$ cat src/hdl/tws_pkg.sv
// Constants shared by the two-wire slave interface: register map, field positions, reset values.
// Assumes a 32-bit AXI4-Lite register bus with one aligned word per register.
`default_nettype none
package tws_pkg;
  localparam logic [7:0] TWS_OFF_DATA = 8'h00;
  localparam logic [7:0] TWS_OFF_OWN_ADDR = 8'h04;
  // The SPI auxiliary control register shares the own-address storage.
  localparam logic [7:0] TWS_OFF_SPI_AUX = TWS_OFF_OWN_ADDR;
  localparam logic [7:0] TWS_OFF_ENABLE = 8'h08;
  localparam logic [7:0] TWS_OFF_CTRL_STAT = 8'h0C;
  localparam int TWS_BIT_IF_ENABLE = 0;
  localparam int TWS_BIT_IDLE_RUN = 1;
  localparam int TWS_BIT_BYTE_DONE = 7;
  localparam int TWS_BIT_ADDR_MATCH = 6;
  localparam int TWS_BIT_BUS_BUSY = 5;
  localparam int TWS_BIT_TX_MODE = 4;
  localparam int TWS_BIT_ACK_SEND = 3;
  localparam int TWS_BIT_MASTER_DIR = 2;
  localparam int TWS_BIT_ACK_RCVD = 0;
  localparam logic [7:0] TWS_RST_DATA = 8'h00;
  localparam logic [7:0] TWS_RST_OWN_ADDR = 8'h00;
  localparam logic [2:0] TWS_LAST_BIT = 3'h7;
  localparam logic [1:0] TWS_RESP_OKAY = 2'h0;
  localparam logic [1:0] TWS_RESP_SLVERR = 2'h2;
  typedef enum logic [3:0] {
    ST_IDLE = 4'b0000,
    ST_ADDR = 4'b0001,
    ST_AACKW = 4'b0010,
    ST_AACK = 4'b0011,
    ST_HOLD = 4'b0100,
    ST_RX = 4'b0101,
    ST_RACKW = 4'b0110,
    ST_RACK = 4'b0111,
    ST_TX = 4'b1000,
    ST_TXACK = 4'b1001,
    ST_SKIP = 4'b1010
  } tws_state_t;
endpackage
`default_nettype wire

$ cat src/hdl/tws_regbus_if.sv
// Simple register access strobes between the AXI4-Lite front end and the register file.
// Assumes both ends run on the same clock; hit flags are combinational from the register file.
`timescale 1ns/1ps
`default_nettype none
interface tws_regbus_if;
  logic wr_en;
  logic [7:0] wr_addr;
  logic [7:0] wr_data;
  logic wr_lane0;
  logic wr_hit;
  logic rd_en;
  logic [7:0] rd_addr;
  logic [7:0] rd_data;
  logic rd_hit;
  modport bus_side (output wr_en, wr_addr, wr_data, wr_lane0, rd_en, rd_addr,
                    input wr_hit, rd_data, rd_hit);
  modport reg_side (input wr_en, wr_addr, wr_data, wr_lane0, rd_en, rd_addr,
                    output wr_hit, rd_data, rd_hit);
endinterface
`default_nettype wire

$ cat src/hdl/tws_line_sync.sv
// Synchronises the bus clock and data lines and finds the clock edges and START/STOP conditions.
// Assumes the lines are asynchronous to clk and far slower than it.
`timescale 1ns/1ps
`default_nettype none
module tws_line_sync (
  input wire logic clk,
  input wire logic rstn,
  input wire logic scl_pin,
  input wire logic sda_pin,
  output logic scl_s,
  output logic sda_s,
  output logic scl_rise,
  output logic scl_fall,
  output logic start_det,
  output logic stop_det
);
  logic [1:0] scl_meta;
  logic [1:0] sda_meta;
  logic scl_prev;
  logic sda_prev;
  // Lines idle high under the pull-ups, so reset to one to avoid a false edge.
  always_ff @(posedge clk or negedge rstn) begin
    if (!rstn) begin
      scl_meta <= 2'h3;
      sda_meta <= 2'h3;
      scl_prev <= 1'b1;
      sda_prev <= 1'b1;
    end else begin
      scl_meta <= {scl_meta[0], scl_pin};
      sda_meta <= {sda_meta[0], sda_pin};
      scl_prev <= scl_meta[1];
      sda_prev <= sda_meta[1];
    end
  end
  assign scl_s = scl_meta[1];
  assign sda_s = sda_meta[1];
  assign scl_rise = scl_meta[1] & ~scl_prev;
  assign scl_fall = ~scl_meta[1] & scl_prev;
  assign start_det = scl_meta[1] & scl_prev & sda_prev & ~sda_meta[1];
  assign stop_det = scl_meta[1] & scl_prev & ~sda_prev & sda_meta[1];
endmodule
`default_nettype wire

$ cat src/hdl/tws_axil_slave.sv
// AXI4-Lite slave front end turning bus transfers into single-cycle register strobes.
// Assumes one write and one read outstanding at most; unmapped offsets answer SLVERR.
`timescale 1ns/1ps
`default_nettype none
module tws_axil_slave
  import tws_pkg::*;
(
  input wire logic clk,
  input wire logic rstn,
  input wire logic [31:0] awaddr,
  input wire logic awvalid,
  output logic awready,
  input wire logic [31:0] wdata,
  input wire logic [3:0] wstrb,
  input wire logic wvalid,
  output logic wready,
  output logic [1:0] bresp,
  output logic bvalid,
  input wire logic bready,
  input wire logic [31:0] araddr,
  input wire logic arvalid,
  output logic arready,
  output logic [31:0] rdata,
  output logic [1:0] rresp,
  output logic rvalid,
  input wire logic rready,
  tws_regbus_if.bus_side rb
);
  logic aw_held;
  logic w_held;
  logic [7:0] aw_addr;
  logic [7:0] w_data;
  logic w_lane0;
  wire aw_take = awvalid & awready;
  wire w_take = wvalid & wready;
  wire ar_take = arvalid & arready;
  wire next_aw_held = (aw_held | aw_take) & ~rb.wr_en;
  wire next_w_held = (w_held | w_take) & ~rb.wr_en;
  wire next_bvalid = rb.wr_en | (bvalid & ~bready);
  wire next_rvalid = ar_take | (rvalid & ~rready);
  assign rb.wr_en = aw_held & w_held & ~bvalid;
  assign rb.wr_addr = aw_addr;
  assign rb.wr_data = w_data;
  assign rb.wr_lane0 = w_lane0;
  assign rb.rd_en = ar_take;
  assign rb.rd_addr = araddr[7:0];
  always_ff @(posedge clk or negedge rstn) begin
    if (!rstn) begin
      aw_held <= 1'b0;
      w_held <= 1'b0;
      aw_addr <= 8'h00;
      w_data <= 8'h00;
      w_lane0 <= 1'b0;
      awready <= 1'b0;
      wready <= 1'b0;
      bvalid <= 1'b0;
      bresp <= TWS_RESP_OKAY;
      arready <= 1'b0;
      rvalid <= 1'b0;
      rdata <= 32'h0000_0000;
      rresp <= TWS_RESP_OKAY;
    end else begin
      aw_held <= next_aw_held;
      w_held <= next_w_held;
      awready <= ~next_aw_held & ~next_bvalid;
      wready <= ~next_w_held & ~next_bvalid;
      bvalid <= next_bvalid;
      arready <= ~next_rvalid;
      rvalid <= next_rvalid;
      if (aw_take) begin
        aw_addr <= awaddr[7:0];
      end
      if (w_take) begin
        w_data <= wdata[7:0];
        w_lane0 <= wstrb[0];
      end
      if (rb.wr_en) begin
        bresp <= rb.wr_hit ? TWS_RESP_OKAY : TWS_RESP_SLVERR;
      end
      if (ar_take) begin
        rdata <= {24'h00_0000, rb.rd_data};
        rresp <= rb.rd_hit ? TWS_RESP_OKAY : TWS_RESP_SLVERR;
      end
    end
  end
endmodule
`default_nettype wire

$ cat src/hdl/tws_slave_top.sv
// Two-wire bus slave: address match, byte shifting, acknowledge and clock holding.
// Assumes an external master and pull-ups on both lines; registers sit behind AXI4-Lite.
//
// Design decisions made here: the AXI4-Lite register port and the register addresses.
`timescale 1ns/1ps
`default_nettype none
module tws_slave_top
  import tws_pkg::*;
(
  input wire logic clk,
  input wire logic rstn,
  input wire logic [31:0] awaddr,
  input wire logic awvalid,
  output logic awready,
  input wire logic [31:0] wdata,
  input wire logic [3:0] wstrb,
  input wire logic wvalid,
  output logic wready,
  output logic [1:0] bresp,
  output logic bvalid,
  input wire logic bready,
  input wire logic [31:0] araddr,
  input wire logic arvalid,
  output logic arready,
  output logic [31:0] rdata,
  output logic [1:0] rresp,
  output logic rvalid,
  input wire logic rready,
  input wire logic idle_mode,
  input wire logic scl_i,
  output logic scl_o,
  output logic scl_oe,
  input wire logic sda_i,
  output logic sda_o,
  output logic sda_oe,
  output logic bus_irq
);
  tws_regbus_if rb();
  logic scl_s;
  logic sda_s;
  logic scl_rise;
  logic scl_fall;
  logic start_det;
  logic stop_det;
  tws_state_t state;
  tws_state_t next_state;
  logic [2:0] cnt;
  logic [2:0] next_cnt;
  logic [7:0] shreg;
  logic [7:0] next_shreg;
  logic next_sda_drv;
  logic next_scl_drv;
  logic [7:0] data_buf;
  logic [7:0] own_addr;
  logic if_enable;
  logic idle_run_enable;
  logic byte_complete_flag;
  logic address_match_flag;
  logic bus_busy_flag;
  logic transmit_mode_select;
  logic ack_to_send;
  logic master_direction_flag;
  logic ack_received_flag;
  logic svc_done;
  logic set_hcf;
  logic clr_hcf;
  logic match_hit;
  logic match_miss;
  logic dir_load;
  logic ack_received_flag_load;
  logic rx_load;
  logic release_hold;

  tws_axil_slave u_axil (
    .clk(clk),
    .rstn(rstn),
    .awaddr(awaddr),
    .awvalid(awvalid),
    .awready(awready),
    .wdata(wdata),
    .wstrb(wstrb),
    .wvalid(wvalid),
    .wready(wready),
    .bresp(bresp),
    .bvalid(bvalid),
    .bready(bready),
    .araddr(araddr),
    .arvalid(arvalid),
    .arready(arready),
    .rdata(rdata),
    .rresp(rresp),
    .rvalid(rvalid),
    .rready(rready),
    .rb(rb.bus_side)
  );

  tws_line_sync u_sync (
    .clk(clk),
    .rstn(rstn),
    .scl_pin(scl_i),
    .sda_pin(sda_i),
    .scl_s(scl_s),
    .sda_s(sda_s),
    .scl_rise(scl_rise),
    .scl_fall(scl_fall),
    .start_det(start_det),
    .stop_det(stop_det)
  );

  function automatic logic reg_mapped(input logic [7:0] off);
    reg_mapped = (off == TWS_OFF_DATA) || (off == TWS_OFF_OWN_ADDR) ||
                 (off == TWS_OFF_ENABLE) || (off == TWS_OFF_CTRL_STAT);
  endfunction

  wire [7:0] ctrl_stat = {byte_complete_flag, address_match_flag, bus_busy_flag,
                          transmit_mode_select, ack_to_send, master_direction_flag,
                          1'b0, ack_received_flag};
  wire wr_ok = rb.wr_en & rb.wr_lane0;
  wire wr_data_reg = wr_ok & (rb.wr_addr == TWS_OFF_DATA);
  wire wr_own = wr_ok & (rb.wr_addr == TWS_OFF_OWN_ADDR);
  wire wr_enable = wr_ok & (rb.wr_addr == TWS_OFF_ENABLE);
  wire wr_ctrl = wr_ok & (rb.wr_addr == TWS_OFF_CTRL_STAT);
  wire rd_data_reg = rb.rd_en & (rb.rd_addr == TWS_OFF_DATA);
  wire data_access = wr_data_reg | rd_data_reg;
  // idle mode suspends unless idle-run is set.
  wire active = if_enable & ~(idle_mode & ~idle_run_enable);
  // only bits 7..1 take part in the compare.
  wire addr_equal = (shreg[6:0] == own_addr[7:1]);
  wire last_bit = (cnt == TWS_LAST_BIT);
  wire [7:0] shifted_in = {shreg[6:0], sda_s};
  assign rb.wr_hit = reg_mapped(rb.wr_addr);
  assign rb.rd_hit = reg_mapped(rb.rd_addr);
  assign rb.rd_data = (rb.rd_addr == TWS_OFF_DATA) ? data_buf :
                      (rb.rd_addr == TWS_OFF_OWN_ADDR) ? own_addr :
                      (rb.rd_addr == TWS_OFF_ENABLE) ?
                        {6'h00, idle_run_enable, if_enable} :
                      (rb.rd_addr == TWS_OFF_CTRL_STAT) ? ctrl_stat : 8'h00;

  // only slave states exist; nothing here ever drives a START.
  // data is only pulled while the clock is low or for acknowledge.
  always_comb begin
    next_state = state;
    next_cnt = cnt;
    next_shreg = shreg;
    next_sda_drv = sda_oe;
    next_scl_drv = scl_oe;
    set_hcf = 1'b0;
    clr_hcf = 1'b0;
    match_hit = 1'b0;
    match_miss = 1'b0;
    dir_load = 1'b0;
    ack_received_flag_load = 1'b0;
    rx_load = 1'b0;
    release_hold = 1'b0;
    if (!active || stop_det) begin
      next_state = ST_IDLE;
      next_sda_drv = 1'b0;
      next_scl_drv = 1'b0;
    end else if (start_det) begin
      next_state = ST_ADDR;
      next_cnt = 3'h0;
      next_sda_drv = 1'b0;
      next_scl_drv = 1'b0;
    end else begin
      unique case (state)
        ST_IDLE: begin
        end
        // seven address bits MSB first, eighth is direction.
        ST_ADDR: begin
          if (scl_rise) begin
            next_shreg = shifted_in;
            next_cnt = cnt + 3'h1;
            if (last_bit) begin
              dir_load = 1'b1;
              match_hit = addr_equal;
              match_miss = ~addr_equal;
              next_state = addr_equal ? ST_AACKW : ST_SKIP;
            end
          end
        end
        // pull data low across the ninth clock.
        ST_AACKW: begin
          if (scl_fall) begin
            next_sda_drv = 1'b1;
            next_state = ST_AACK;
          end
        end
        // hold the clock after the address acknowledge.
        ST_AACK: begin
          if (scl_fall) begin
            next_sda_drv = 1'b0;
            next_scl_drv = 1'b1;
            next_state = ST_HOLD;
          end
        end
        // release only after a data register access.
        ST_HOLD: begin
          if (svc_done) begin
            release_hold = 1'b1;
            clr_hcf = 1'b1;
            next_scl_drv = 1'b0;
            next_cnt = 3'h0;
            if (transmit_mode_select) begin
              // transmit byte taken from the data register.
              next_shreg = data_buf;
              next_sda_drv = ~data_buf[7];
              next_state = ST_TX;
            end else begin
              next_state = ST_RX;
            end
          end
        end
        ST_RX: begin
          if (scl_rise) begin
            next_shreg = shifted_in;
            next_cnt = cnt + 3'h1;
            if (last_bit) begin
              rx_load = 1'b1;
              set_hcf = 1'b1;
              next_state = ST_RACKW;
            end
          end
        end
        // drive the ack-to-send bit on the ninth clock.
        ST_RACKW: begin
          if (scl_fall) begin
            next_sda_drv = ~ack_to_send;
            next_state = ST_RACK;
          end
        end
        // acknowledge ends before the next byte may start.
        ST_RACK: begin
          if (scl_fall) begin
            next_sda_drv = 1'b0;
            next_scl_drv = 1'b1;
            next_state = ST_HOLD;
          end
        end
        // bytes shift out MSB first, changed while the clock is low.
        ST_TX: begin
          if (scl_fall) begin
            if (last_bit) begin
              next_sda_drv = 1'b0;
              next_state = ST_TXACK;
            end else begin
              next_shreg = {shreg[6:0], 1'b0};
              next_cnt = cnt + 3'h1;
              next_sda_drv = ~shreg[6];
            end
          end
        end
        // sample the receiver acknowledge on the ninth clock.
        ST_TXACK: begin
          if (scl_rise) begin
            ack_received_flag_load = 1'b1;
          end
          if (scl_fall) begin
            set_hcf = 1'b1;
            // not-acknowledge ends sending with both lines released.
            if (ack_received_flag) begin
              next_state = ST_SKIP;
            end else begin
              next_scl_drv = 1'b1;
              next_state = ST_HOLD;
            end
          end
        end
        // lines stay released until the master's STOP or a repeated START.
        ST_SKIP: begin
        end
        default: begin
          next_state = ST_IDLE;
          next_sda_drv = 1'b0;
          next_scl_drv = 1'b0;
        end
      endcase
    end
  end

  always_ff @(posedge clk or negedge rstn) begin
    if (!rstn) begin
      state <= ST_IDLE;
      cnt <= 3'h0;
      shreg <= TWS_RST_DATA;
      sda_oe <= 1'b0;
      scl_oe <= 1'b0;
      sda_o <= 1'b0;
      scl_o <= 1'b0;
      bus_irq <= 1'b0;
    end else begin
      state <= next_state;
      cnt <= next_cnt;
      shreg <= next_shreg;
      // the lines are only ever pulled low; high comes from the pull-ups.
      sda_oe <= next_sda_drv;
      scl_oe <= next_scl_drv;
      sda_o <= 1'b0;
      scl_o <= 1'b0;
      // address match and byte end share one interrupt pulse.
      bus_irq <= match_hit | set_hcf;
    end
  end

  // Hardware receive wins over a software write landing in the same cycle.
  always_ff @(posedge clk or negedge rstn) begin
    if (!rstn) begin
      data_buf <= TWS_RST_DATA;
      own_addr <= TWS_RST_OWN_ADDR;
      if_enable <= 1'b0;
      idle_run_enable <= 1'b0;
      transmit_mode_select <= 1'b0;
      ack_to_send <= 1'b0;
    end else begin
      // received byte goes to the data register.
      if (rx_load) begin
        data_buf <= shifted_in;
      end else if (wr_data_reg) begin
        data_buf <= rb.wr_data;
      end
      if (wr_own) begin
        own_addr <= rb.wr_data;
      end
      if (wr_enable) begin
        if_enable <= rb.wr_data[TWS_BIT_IF_ENABLE];
        idle_run_enable <= rb.wr_data[TWS_BIT_IDLE_RUN];
      end
      if (wr_ctrl) begin
        transmit_mode_select <= rb.wr_data[TWS_BIT_TX_MODE];
        ack_to_send <= rb.wr_data[TWS_BIT_ACK_SEND];
      end
    end
  end

  // Flags set by hardware; a set in the same cycle as a clear wins.
  always_ff @(posedge clk or negedge rstn) begin
    if (!rstn) begin
      byte_complete_flag <= 1'b0;
      address_match_flag <= 1'b0;
      bus_busy_flag <= 1'b0;
      master_direction_flag <= 1'b0;
      ack_received_flag <= 1'b0;
      svc_done <= 1'b0;
    end else begin
      // low while a data byte shifts, high once that byte is done; the address byte leaves it unchanged.
      byte_complete_flag <= set_hcf | (byte_complete_flag & ~clr_hcf);
      // a miss clears the match flag.
      address_match_flag <= match_hit | (address_match_flag & ~match_miss);
      if (active && start_det) begin
        bus_busy_flag <= 1'b1;
      end else if (active && stop_det) begin
        bus_busy_flag <= 1'b0;
      end
      if (dir_load) begin
        master_direction_flag <= sda_s;
      end
      if (ack_received_flag_load) begin
        ack_received_flag <= sda_s;
      end
      // an access made early is remembered until it releases the hold or a new address matches.
      svc_done <= data_access | (svc_done & ~release_hold & ~match_hit);
    end
  end
endmodule
`default_nettype wire

$ cat config.mk
export PLATFORM = sky130hd
export DESIGN_NAME = tws_slave_top
export DESIGN_NICKNAME = d
export VERILOG_FILES = /design/src/hdl/tws_pkg.sv /design/src/hdl/tws_regbus_if.sv /design/src/hdl/tws_line_sync.sv /design/src/hdl/tws_axil_slave.sv /design/src/hdl/tws_slave_top.sv
export SDC_FILE = /design/constraint.sdc
export NUM_CORES = 1
export LEC_CHECK = 0
export ABC_AREA = 1
export BUFFER_PORTS_ARGS = -buffer_cell sky130_fd_sc_hd__buf_2
export CORE_MARGIN = 4
export CORE_UTILIZATION = 50
export DETAILED_ROUTE_END_ITERATION = 8
export PLACE_DENSITY = 0.79
export RECOVER_POWER = 100
export REMOVE_ABC_BUFFERS = 1
export SYNTH_ARGS = -nofsm -noshare
export SYNTH_HDL_FRONTEND = slang
export SYNTH_HIERARCHICAL = 1
export SYNTH_SLANG_ARGS = --single-unit
$ cat constraint.sdc
create_clock -name clk -period 2.55 [get_ports clk]
set_input_delay 0.1275 -clock clk [delete_from_list [all_inputs] [get_ports clk]]
set_output_delay 0.1275 -clock clk [all_outputs]
set_load 0.02 [all_outputs]
==> summary.md <==
| Metric | Value |
|---|---|
| Status | `completed` |
| Hold Fails Final Rpt | `0` |
| Switching Share | `0.354` |
| Die Area | `11000 um^2` |
| RSZ-0062 raised after global routing | `false` |
| Hpwl dp | `7.93 mm` |
| WL final | `10.7 mm` |
| TritonCTS clock tree | `built` |
| H-tree levels | `3` |
| Minimum clock period | `2.29 ns` |
| Post-synthesis register bit count | `83` |
| Largest family of logic cells by synthesized area | `simple AND/OR/NAND/NOR gates` |
| Cells after Synth | `612` |
| Register area share after synthesis | `0.446` |
| Max Buffers Root-to-Sink | `2` |
| Worst slew pin tran | `1.07 ns` |
| Hold path startpoint | `wdata[2]` |
| Post-synthesis mux area share | `0` |
| VDD IR-drop max | `602 uV` |
| Max Fclk | `436 MHz` |
| Gr usage total | `0.203` |
| Fin crit share | `0.899` |
| Logic gate share of total power | `0.231` |
| Met2 WL | `4.97 mm` |
| Ys flop type | `dfrtp_1` |
| Final Wtd Congestion | `0.897` |
| Switch Pwr | `1.27 mW` |
| Yosys warns | `6` |
| Drt wl/cell | `13.6 um` |
| Metal-1 WL | `4.77 mm` |
| Synth-to-layout area growth | `8.11%` |
| TritonRoute pass-1 iters | `7` |
| Flop pwr share | `0.507` |
| Commonest non-fill, non-tap cell in the layout | `nand2_1` |
| PD cells | `709 nW/um^2` |
| Core box area | `9150 um^2` |
| # setup viols final | `0` |
| Die width | `105 um` |
| I/O pin total | `156` |
| Hold path cells | `3` |
| Synth Area in Compound Gates | `0.0924` |
| R2R setup slack | `0.26 ns` |
| Max layer used | `met4` |
| Clock sink count | `83` |
| Tot Pwr | `3.58 mW` |
| # DRC | `0` |
| Die height | `105 um` |
| Clock power frac | `0.261` |
| Largest net degree at the start of global routing | `84` |
| Largest stage delay on the critical path | `0.54 ns` |
| Cell-internal power | `2.31 mW` |
| Max cap viols | `0` |
| Synthesized area per cell | `7.63 um^2` |
| Final max-slew violation count | `0` |
| Cells on worst reg2reg path | `10` |
| CTS resizes | `0` |
| Leak | `2.60 nW` |
| Clock Skews | `0.0144 ns` |
| Root Buffer | `clkbuf_8` |
| Hold Path Class | `in2reg` |
| Worst R2R End | `data_buf[5]` |
| CTS buffer count | `9` |
| Antenna violations before repair | `0` |
| Crit path kind | `reg2reg` |
| Worst Hold Path EP | `u_axil/rb.wr_data[2]` |
| RR Startpoint | `u_sync/sda_prev` |
| Post-Synth XOR/XNOR Area | `0` |
| Critical Path End Type | `register` |
| CP bufs+invs | `3` |
| Starting Density | `0.510` |
| CP cell instances | `inv_1, nand2_1, nor2_1, inv_1, nand3_1, nor2_1, nand3_1, clkbuf_2, nand4_1, o221ai_1` |
| Netlist cell types | `36` |
| Vias per inst | `5.19` |
| DR iter-0 viols | `285` |
| Fill cell count | `874` |
| Setup bufs post-CTS | `0` |
| Fraction of layout cells with a size suffix above 1 | `0.117` |
| Worst setup SP type | `register` |
| Final TNS setup | `0 ns` |
| Clk Latency, worst-skew pair | `0.37 ns` |
| Remaining Overflow, GRT | `0` |
| Mapped Area | `4670 um^2` |
| CP top delay family | `simple AND/OR/NAND/NOR gates` |
| WP data arrival | `2.52 ns` |
| Crit-path max FO | `12` |
| Crit path required time | `2.77 ns` |
| Number of flops mapped to enable cells by yosys | `0` |
| Post-synthesis adder-cell area fraction | `0.00536` |
| Buffers on Ports | `52` |
| DR vias | `4077` |
| Global-route wire length before repair | `18.3 mm` |
| Slowest cell on crit path | `dfstp_2` |
| Final nets | `782` |
| Commonest cells after routing, fill and taps aside | `nand2_1 (210), dfrtp_1 (77), inv_1 (63)` |
| Rows | `35` |
| Simple-Gate Fraction of Synth Area | `0.322` |
| Met3 WL | `696 um` |
| Ant diodes | `0` |
| Reg clk slew, reported paths | `0.08 ns` |
| Worst slew margin | `0.284` |
| Ys async rst share | `1.00` |
| Vias in the first global route | `3955` |
| Antenna Violating Nets Remaining | `0` |
==> cell type report <==
type	count	area (um^2)	area share
repair buffers	68	378	0.0748
clock buffers	12	135	0.0268
inverters	69	259	0.0513
flip-flops and latches	83	2080	0.413
clock inverters	4	51.3	0.0102
multi-input cells	439	2000	0.397
well taps	111	139	0.0275
==> through the flow <==
step | cell area [um^2] | utilization | hold WS [ns] | std cells | setup slack (ns)
after floorplan | 4410 | - | -0.168 | 591 | 0.749
after global placement | 4850 | 0.530 | 0.234 | 759 | 0.507
after detailed placement | 4850 | 0.530 | 0.234 | 759 | 0.417
after CTS | 5130 | 0.561 | 0.00147 | 785 | 0.395
after global routing | 5050 | 0.552 | 0.0139 | 786 | 0.0378
final | 5050 | 0.552 | 0.0130 | 786 | 0.258
==> kinds of logic (layout without fill, tap and decap cells) <==
family,after synthesis,after routing
flip-flops,83,83
other,2,28
adder cells (fa/ha/maj),2,2
buffers and inverters,116,153
AND/OR/NAND/NOR,339,339
AO/OA/AOI/OAI,70,70
==> metal layers <==
layer | global-route usage | vias to the layer above
li1 | - | 2008
met1 | 0.266 | 1876
met2 | 0.333 | 170
met3 | 0.0401 | 23
met4 | 0.0769 | 0
met5 | 0 | -
==> worst max path at each step <==
stage / startpoint / to / slack, ns / depth (start not counted)
after floorplan: u_sync/scl_meta[1] / state[3] / 0.75 / 9
after CTS: u_sync/scl_meta[1] / state[3] / 0.39 / 8
after global placement: u_sync/scl_meta[1] / state[3] / 0.51 / 9
after detailed placement: u_sync/scl_meta[1] / state[3] / 0.42 / 8
after global routing: u_sync/sda_prev / byte_complete_flag / 0.04 / 11
final: u_sync/sda_prev / data_buf[5] / 0.26 / 10
==> power by group through the flow <==
stage	combinational [mW]	clock, mW	sequential, mW
2_1_floorplan	0.574	0	1.83
3_3_place_gp	0.816	0	1.83
3_5_place_dp	0.855	0	1.85
4_1_cts	0.874	0.953	1.83
5_1_grt	0.952	1.01	1.85
6_report	0.828	0.936	1.82
==> tightest hold or removal path: cells and delay by family <==
family | cells | cell delay, ns
simple gates | 2 | 0.13
buf+inv | 1 | 0.07
==> cell usage after synthesis (2+ instances only) <==
library cell    n  area share
nor2_1         49       0.039
dfrtp_1        77        0.41
nand2_4         2      0.0048
o21ai_1         6      0.0064
nand2_2         5      0.0067
nor2_2          3      0.0040
conb_1          2      0.0016
buf_4          37       0.059
nor4_1          3      0.0040
o31ai_1         2      0.0032
nand3_2         4      0.0086
nor3_1          6      0.0064
nand4_1        13       0.017
inv_2           7      0.0056
o21ai_0        26       0.028
o221ai_1        9       0.017
o211ai_1        7       0.011
a21oi_1        13       0.014
nand2_8         2      0.0086
inv_1          62       0.050
nand2_1       206        0.17
ha_1            2      0.0054
dfstp_2         6       0.034
nand3_1        39       0.042
buf_6           6       0.014
clkbuf_1        3      0.0024
o21ai_2         3      0.0056
nor2_4          2      0.0048
a21oi_2         3      0.0056
==> repair_timing <==
action | 4_1_cts | 5_1_grt
hold buffers | 10 | 1
hold endpoints to repair | 17 | 1
endpoints found under the setup margin | 0 | 0
No activity file was read; power rests on OpenSTA's default activity.
